**src/oss_pkg.sv**
```systemverilog
// Constants, types and register map of the OTP shadow loader
package oss_pkg;
	localparam int DATA_W       = 8;
	localparam int ADDR_W       = 8;
	localparam int NUM_BLOCKS   = 6;
	localparam int BLK_W        = 3;
	localparam int CODE_W       = 72;
	localparam int DATA_BITS    = 64;
	localparam int SYN_W        = 7;
	localparam int MODE_W       = 3;
	localparam int SHADOW_BYTES = 48;
	localparam int SHADOW_W     = 384;
	localparam int SHADOW_IDX_W = 6;

	localparam logic [ADDR_W-1:0] ADDR_SHADOW_LAST = 8'h2f;
	localparam logic [ADDR_W-1:0] ADDR_CTRL        = 8'h30;
	localparam logic [ADDR_W-1:0] ADDR_FAULT       = 8'h31;
	localparam logic [ADDR_W-1:0] ADDR_MASK        = 8'h32;
	localparam logic [ADDR_W-1:0] ADDR_SEC_LOC     = 8'h33;
	localparam logic [ADDR_W-1:0] ADDR_DED_LOC     = 8'h34;
	localparam logic [ADDR_W-1:0] ADDR_STATUS      = 8'h35;

	localparam int CTRL_MODE_LSB = 0;
	localparam int CTRL_GO_BIT   = 3;
	localparam int FLT_SEC_BIT   = 0;
	localparam int FLT_DED_BIT   = 1;
	localparam int FLT_DONE_BIT  = 2;
	localparam int STAT_BUSY_BIT = 0;

	localparam logic [MODE_W-1:0]   MODE_RST       = 3'h0;
	localparam logic [MODE_W-1:0]   MARGIN_NORMAL  = 3'h0;
	localparam logic [DATA_W-1:0]   MASK_RST       = 8'h00;
	localparam logic [DATA_W-1:0]   FAULT_RST      = 8'h00;
	localparam logic [BLK_W-1:0]    LOC_RST        = 3'h0;
	localparam logic [BLK_W-1:0]    LAST_BLK       = 3'h5;
	localparam logic [SHADOW_W-1:0] SHADOW_DEFAULT = '0;

	typedef enum logic [1:0] {
		OSS_IDLE,
		OSS_REQ,
		OSS_WAIT
	} oss_state_t;
endpackage

```
**src/oss_loader.sv**
```systemverilog
// OTP shadow loader top: load engine, shadow file and host registers
`timescale 1ns/1ps
module oss_loader (
	input  wire logic                          ref_clk,
	input  wire logic                          rst,
	input  wire logic                          wakeup,
	input  wire logic [oss_pkg::ADDR_W-1:0]    reg_addr,
	input  wire logic [oss_pkg::DATA_W-1:0]    reg_wdata,
	input  wire logic                          reg_wr,
	input  wire logic                          reg_rd,
	output logic      [oss_pkg::DATA_W-1:0]    reg_rdata,
	output logic                               irq,
	output logic                               otp_rd_req,
	output logic      [oss_pkg::BLK_W-1:0]     otp_rd_blk,
	output logic      [oss_pkg::MODE_W-1:0]    otp_margin,
	input  wire logic                          otp_rd_valid,
	input  wire logic [oss_pkg::CODE_W-1:0]    otp_rd_code,
	output logic      [oss_pkg::SHADOW_W-1:0]  shadow_image,
	output logic                               load_busy
);
	import oss_pkg::*;

	oss_state_t          state;
	oss_state_t          next_state;
	logic [BLK_W-1:0]    next_blk;
	logic                next_req;
	logic [MODE_W-1:0]   next_margin;
	logic [SHADOW_W-1:0] next_shadow;
	logic                next_busy;

	logic [MODE_W-1:0]   margin_read_select;
	logic [MODE_W-1:0]   next_mode;
	logic [DATA_W-1:0]   fault;
	logic [DATA_W-1:0]   next_fault;
	logic [DATA_W-1:0]   mask;
	logic [DATA_W-1:0]   next_mask;
	logic [BLK_W-1:0]    corrected_block_location;
	logic [BLK_W-1:0]    next_sec_loc;
	logic [BLK_W-1:0]    uncorrectable_block_location;
	logic [BLK_W-1:0]    next_ded_loc;
	logic [DATA_W-1:0]   next_rdata;
	logic                next_irq;

	logic [DATA_BITS-1:0]    dec_data;
	logic                    dec_single;
	logic                    dec_double;
	logic                    ev_sec;
	logic                    ev_ded;
	logic                    ev_done;
	logic                    go_wr;
	logic                    in_shadow;
	logic [SHADOW_IDX_W-1:0] sidx;

	oss_secded_dec u_dec (
		.code   (otp_rd_code),
		.data   (dec_data),
		.single (dec_single),
		.double (dec_double)
	);

	assign in_shadow = reg_addr <= ADDR_SHADOW_LAST;
	assign sidx      = reg_addr[SHADOW_IDX_W-1:0];
	assign go_wr     = reg_wr && reg_addr == ADDR_CTRL && reg_wdata[CTRL_GO_BIT];

	// Load engine and shadow file
	always_comb begin
		next_state  = state;
		next_blk    = otp_rd_blk;
		next_req    = 1'h0;
		next_margin = otp_margin;
		next_shadow = shadow_image;
		ev_sec      = 1'h0;
		ev_ded      = 1'h0;
		ev_done     = 1'h0;
		if (wakeup || (go_wr && state == OSS_IDLE)) begin
			next_shadow = SHADOW_DEFAULT;
			next_blk    = '0;
			next_state  = OSS_REQ;
			if (wakeup) begin
				next_margin = MARGIN_NORMAL;
			end else begin
				next_margin = reg_wdata[CTRL_MODE_LSB +: MODE_W];
			end
		end else begin
			unique case (state)
				OSS_IDLE: begin
					if (reg_wr && in_shadow) begin
						next_shadow[sidx*DATA_W +: DATA_W] = reg_wdata;
					end
				end
				OSS_REQ: begin
					next_req   = 1'h1;
					next_state = OSS_WAIT;
				end
				OSS_WAIT: begin
					if (otp_rd_valid) begin
						if (!dec_double) begin
							// Clean and corrected blocks load alike
							next_shadow[otp_rd_blk*DATA_BITS +: DATA_BITS] = dec_data;
						end
						ev_sec = dec_single;
						ev_ded = dec_double;
						if (otp_rd_blk == LAST_BLK) begin
							next_state = OSS_IDLE;
							ev_done    = 1'h1;
						end else begin
							next_blk   = BLK_W'(otp_rd_blk + 3'h1);
							next_state = OSS_REQ;
						end
					end
				end
				// Unused state code falls back to idle
				default: next_state = OSS_IDLE;
			endcase
		end
		next_busy = next_state != OSS_IDLE;
	end

	always_ff @(posedge ref_clk or posedge rst) begin
		if (rst) begin
			state        <= OSS_IDLE;
			otp_rd_blk   <= '0;
			otp_rd_req   <= 1'h0;
			otp_margin   <= MARGIN_NORMAL;
			shadow_image <= SHADOW_DEFAULT;
			load_busy    <= 1'h0;
		end else begin
			state        <= next_state;
			otp_rd_blk   <= next_blk;
			otp_rd_req   <= next_req;
			otp_margin   <= next_margin;
			shadow_image <= next_shadow;
			load_busy    <= next_busy;
		end
	end

	// Host registers, fault flags and interrupt
	always_comb begin
		next_mode    = margin_read_select;
		next_mask    = mask;
		next_fault   = fault;
		next_sec_loc = corrected_block_location;
		next_ded_loc = uncorrectable_block_location;
		next_rdata   = '0;
		if (reg_wr) begin
			if (reg_addr == ADDR_CTRL) begin
				next_mode = reg_wdata[CTRL_MODE_LSB +: MODE_W];
			end
			if (reg_addr == ADDR_MASK) begin
				next_mask = reg_wdata;
			end
		end
		if (reg_rd) begin
			if (in_shadow) begin
				next_rdata = shadow_image[sidx*DATA_W +: DATA_W];
			end else begin
				unique case (reg_addr)
					ADDR_CTRL:    next_rdata = {5'h00, margin_read_select};
					ADDR_FAULT:   next_rdata = fault;
					ADDR_MASK:    next_rdata = mask;
					ADDR_SEC_LOC: next_rdata = {5'h00, corrected_block_location};
					ADDR_DED_LOC: next_rdata = {5'h00, uncorrectable_block_location};
					ADDR_STATUS:  next_rdata = {7'h00, load_busy};
					default:      next_rdata = '0;
				endcase
			end
			if (reg_addr == ADDR_FAULT) begin
				next_fault = FAULT_RST;
			end
		end
		// Set after clear so an event never gets lost
		if (ev_sec) begin
			next_fault[FLT_SEC_BIT] = 1'h1;
			next_sec_loc            = otp_rd_blk;
		end
		if (ev_ded) begin
			next_fault[FLT_DED_BIT] = 1'h1;
			next_ded_loc            = otp_rd_blk;
		end
		if (ev_done) begin
			next_fault[FLT_DONE_BIT] = 1'h1;
		end
		next_irq = |(next_fault & next_mask);
	end

	always_ff @(posedge ref_clk or posedge rst) begin
		if (rst) begin
			margin_read_select           <= MODE_RST;
			mask                         <= MASK_RST;
			fault                        <= FAULT_RST;
			corrected_block_location     <= LOC_RST;
			uncorrectable_block_location <= LOC_RST;
			reg_rdata                    <= '0;
			irq                          <= 1'h0;
		end else begin
			margin_read_select           <= next_mode;
			mask                         <= next_mask;
			fault                        <= next_fault;
			corrected_block_location     <= next_sec_loc;
			uncorrectable_block_location <= next_ded_loc;
			reg_rdata                    <= next_rdata;
			irq                          <= next_irq;
		end
	end
endmodule

```
**src/oss_secded_dec.sv**
```systemverilog
// Combinational (72,64) SECDED decoder
`timescale 1ns/1ps
module oss_secded_dec (
	input  wire logic [oss_pkg::CODE_W-1:0]    code,
	output logic      [oss_pkg::DATA_BITS-1:0] data,
	output logic                               single,
	output logic                               double
);
	import oss_pkg::*;

	logic [SYN_W-1:0]  syn;
	logic              par;
	logic [CODE_W-1:0] fixed;

	always_comb begin
		int j;
		j = 0;
		syn = '0;
		data = '0;
		par = ^code;
		for (int i = 1; i < CODE_W; i++) begin
			for (int k = 0; k < SYN_W; k++) begin
				if (((i >> k) & 1) == 1) begin
					syn[k] = syn[k] ^ code[i];
				end
			end
		end
		fixed = code;
		if (par && syn != '0 && int'(syn) < CODE_W) begin
			fixed[syn] = ~fixed[syn];
		end
		for (int i = 1; i < CODE_W; i++) begin
			if ((i & (i - 1)) != 0) begin
				data[j] = fixed[i];
				j = j + 1;
			end
		end
		// Syndrome beyond the block can only come from a multi-bit error
		single = par && int'(syn) < CODE_W;
		double = (!par && syn != '0) || (par && int'(syn) >= CODE_W);
	end
endmodule

```
**config.mk**
```make
export PLATFORM = sky130hd
export DESIGN_NAME = oss_loader
export DESIGN_NICKNAME = d
export VERILOG_FILES = /design/src/oss_pkg.sv /design/src/oss_loader.sv /design/src/oss_secded_dec.sv
export SDC_FILE = /design/constraint.sdc
export NUM_CORES = 2
export LEC_CHECK = 0
export ABC_AREA = 1
export ABC_CLOCK_PERIOD_IN_PS = 25400
export BUFFER_PORTS_ARGS = -buffer_cell sky130_fd_sc_hd__clkbuf_2
export CAP_MARGIN = 10
export CELL_PAD_IN_SITES_DETAIL_PLACEMENT = 1
export CELL_PAD_IN_SITES_GLOBAL_PLACEMENT = 1
export CORE_MARGIN = 2
export CORE_UTILIZATION = 44
export CTS_BUF_LIST = sky130_fd_sc_hd__clkbuf_16
export DETAILED_ROUTE_END_ITERATION = 8
export HOLD_SLACK_MARGIN = 0.12
export PLACE_DENSITY_LB_ADDON = 0.1
export SLEW_MARGIN = 15
export SYNTH_ARGS = -nofsm -noshare
export SYNTH_HDL_FRONTEND = slang
export SYNTH_SLANG_ARGS = --single-unit
```
**constraint.sdc**
```tcl
create_clock -name ref_clk -period 25.4 [get_ports ref_clk]
set_clock_uncertainty 0.05 [all_clocks]
set_input_delay 1.27 -clock ref_clk [delete_from_list [all_inputs] [get_ports ref_clk]]
set_output_delay 1.27 -clock ref_clk [all_outputs]
set_load 0.02 [all_outputs]
```
==> impl_metrics.toml <==
[run_status]
status = "complete, no violations"

[logic_synthesis]
syn_area_per_cell_sq_um = 6.409
syn_inst = 5029
synth_nets = 5132
synth_seq_cells = 428
seq_area_frac_synth_pct = 33.23
netlist_area_sq_mm = 0.03223
synthDistinctLibCells = 54
yosysWarningCount = 0

[timing]
finalSetupTns_ps = 0
whs_ps = 445.3
finalSetupViolCount = 0
period_share_pct = 26.81
min_period_ps = 6809
timing.fmax_mhz = 146.9
max_slew_margin_pct = 17.50
drv_slew = 0
rsz0062_at_grt = "no"
worst_slew_pin_slew_ps = 1233
hold_viol_final = 0

[routing]
dr.pass1.iters = 8
wirelength_um = 188100
drc = 0
dr_total_vias = 39853
drt_iter0_drc = 5083
wl_per_cell_um = 29.55
vias_per_cell = 6.259
antenna_left = 0

[cts]
postCtsSetupBuffers = 0
cts_tree = "yes"
cts_buffers = 52
ctsResizeCount = 0
htree_levels = 2
clockRootBuffer = "clkbuf_16"
ctsHoldBuffers = 0
clk_pin_slew_ps = 60
cts_num_sinks = 428
clk_latency_ps = 640
clockBufferDepth = 3

[global_route]
overflow = 0
grt_usage_pct = 48.41
grt_max_degree = 131
antenna_found_initial = 9
grt_pass1_vias = 37888
grt_pass1_wl_um = 265800

[power_and_ir_drop]
peakVddDrop_v = 0.00008921
p_comb_share_pct = 46.5
seqPwrFrac_pct = 31.0
p_per_area_mw_per_mm2 = 93.41
p_leak_nw = 18.64
power.switching_mw = 1.739
switching_share_pct = 50.40
internal_power_mw = 1.712
clkPwrFrac_pct = 22.6

[layout]
num-nets-final = 5459
syn2layout_area_growth_pct = 14.64
final_util_pct = 50.81
final_layout_size_suffix_gt1_share_pct = 15.78

[critical_path]
crit_fanout = 35
cp.required_ps = 25850
crit_arrival_ps = 7260
worstSetupPathType = "primary input to flop"
crit_path_end_kind = "flop"
start_kind = "primary input"

[placed_design]
portBuffers = 494
gp_congestion = 1.075
dp.final_hpwl_um = 143400

[floorplan]
ios = 495
dieArea_sq_mm = 0.07543
die_w_um = 274.6
initial_core_util_pct = 44.32
rows = 99
core_sq_mm = 0.07271
die_height_um = 274.6

[worst_hold_path]
hold_class = "flop to flop"

[job]
max_cap_violations = 0
critical path: stages:
cell	delay (ps)
clkbuf_2	80
buf_4	380
clkinv_2	630
ha_1	460
inv_1	70
nand2_1	50
nand2_1	720
inv_1	380
nor2_1	220
inv_2	250
nor2_2	410
clkinv_1	430
nor2_1	220
inv_1	90
nor2_1	580
o21ai_1	540
a21oi_1	330
a21oi_1	100
sequential cells by signal (all words and copies together), names as in the netlist, 2 cells and up:
register,cells
corrected_block_location,3
fault,8
margin_read_select,3
mask,8
otp_margin,3
otp_rd_blk,3
reg_rdata,8
shadow_image,384
state,2
uncorrectable_block_location,3
layer usage:
| layer | vias up | GRT usage, % | part of all wire, % |
|---|---|---|---|
| li1 | 17015 | - | - |
| met1 | 19493 | 62.49 | 38 |
| met2 | 2756 | 70.73 | 42 |
| met3 | 573 | 14.35 | 13 |
| met4 | 16 | 30.52 | 7.4 |
| met5 | - | 0 | 0.055 |
final timing paths:
check                                                       startpoint                                          end  slack (ps)  cells after the start
hold reg to reg            uncorrectable_block_location[2]$_DFFE_PP0P_  uncorrectable_block_location[2]$_DFFE_PP0P_         450                      2
hold / removal             uncorrectable_block_location[2]$_DFFE_PP0P_  uncorrectable_block_location[2]$_DFFE_PP0P_         450                      2
setup / recovery                                           reg_addr[1]                shadow_image[321]$_DFFE_PP0P_       18590                     18
max in group asynchronous                                          rst                shadow_image[149]$_DFFE_PP0P_       22250                      4
setup reg to reg                                    state[1]$_DFF_PP0_                shadow_image[128]$_DFFE_PP0P_       21040                     15
min in group asynchronous                                          rst                shadow_image[371]$_DFFE_PP0P_         790                      2
synth_stat cells (all sizes together):
cell type  instances  area [sq um]
o22ai              4         25.02
o31ai             27         202.7
a211oi            13         97.59
a21oi            561          2868
o21ai            362          1815
a21boi            73         548.0
nand3            435          2182
xnor2             32         310.3
dfrtp            428         10710
a22o               1         8.760
mux2               4         45.04
o21a               8         60.06
or2              133         832.1
a221oi            10         87.58
buf               88         476.7
o211ai            17         127.6
and2               1         6.260
clkbuf           181         680.7
a22oi             64         480.5
nand4             21         131.4
xor2              29         284.0
inv              789          2962
ha                 9         112.6
nand2            854          3246
clkinv             9         35.03
nor4               3         18.77
a2bb2oi            1         8.760
nand3b             2         15.01
o2111ai            1         8.760
nor3              42         210.2
o221ai            11         96.34
nor2             673          2604
o311ai            15         131.4
a31oi            128         800.8
cell usage in the layout, fill, tap and decap left out, drive strengths merged, types with 8 or more instances in the layout:
cell and count:
a221oi 10, or2 133, o311ai 15, nor3 42
o221ai 11, clkinv 33, xnor2 32, o211ai 17
a22oi 64, dfrtp 428, buf 48, a21oi 561
diode 9, o21a 8, ha 9, inv 802
a211oi 13, nor2 673, a21boi 73, a31oi 128
nand3 435, nand4 21, clkbuf 546, nand2 854
o21ai 362, xor2 29, o31ai 27
metrics by stage:
| stage | setup slack, ps | total power, mW | cells | cell area, sq um |
|---|---|---|---|---|
| floorplan | 12160 | 1.939 | 5029 | 32230 |
| global placement | 18430 | 2.576 | 6261 | 35210 |
| detailed placement | 18270 | 2.605 | 6261 | 35210 |
| CTS | 18890 | 3.382 | 6358 | 36900 |
| global route | 18350 | 3.570 | 6358 | 36920 |
| finish | 18590 | 3.451 | 6367 | 36950 |
area by class of cell:
class | instances | area [sq um]
sequential | 428 | 10710
antenna | 9 | 22.52
clock inverter | 45 | 389.1
fill | 10012 | 35760
timing repair buffer | 542 | 2854
clock buffer | 52 | 1301
tap | 959 | 1200
multi-input combinational | 3534 | 17460
inverter | 798 | 3007
logic make-up (layout without fill, tap and decap cells):
logic type / count (synthesis) / after routing / share of synthesized area [%]
xor+xnor: 61 / 61 / 1.844
buf+inv: 1067 / 1437 / 12.89
flops: 428 / 428 / 33.23
simple gates: 2164 / 2164 / 28.69
mux: 4 / 4 / 0.1398
other cells: 0 / 9 / 0
fa+ha+maj: 9 / 9 / 0.3494
compound gates: 1296 / 1296 / 22.86
power groups by stage:
| stage | registers [mW] | logic (mW) | clock network (mW) |
|---|---|---|---|
| final | 1.07 | 1.60 | 0.779 |
| after global routing | 1.07 | 1.70 | 0.799 |
| after CTS | 1.05 | 1.55 | 0.773 |
| after detailed placement | 1.06 | 1.54 | 0 |
| after global placement | 1.06 | 1.51 | 0 |
| after floorplan | 1.17 | 0.768 | 0 |
(Power assumes the default switching activity.)
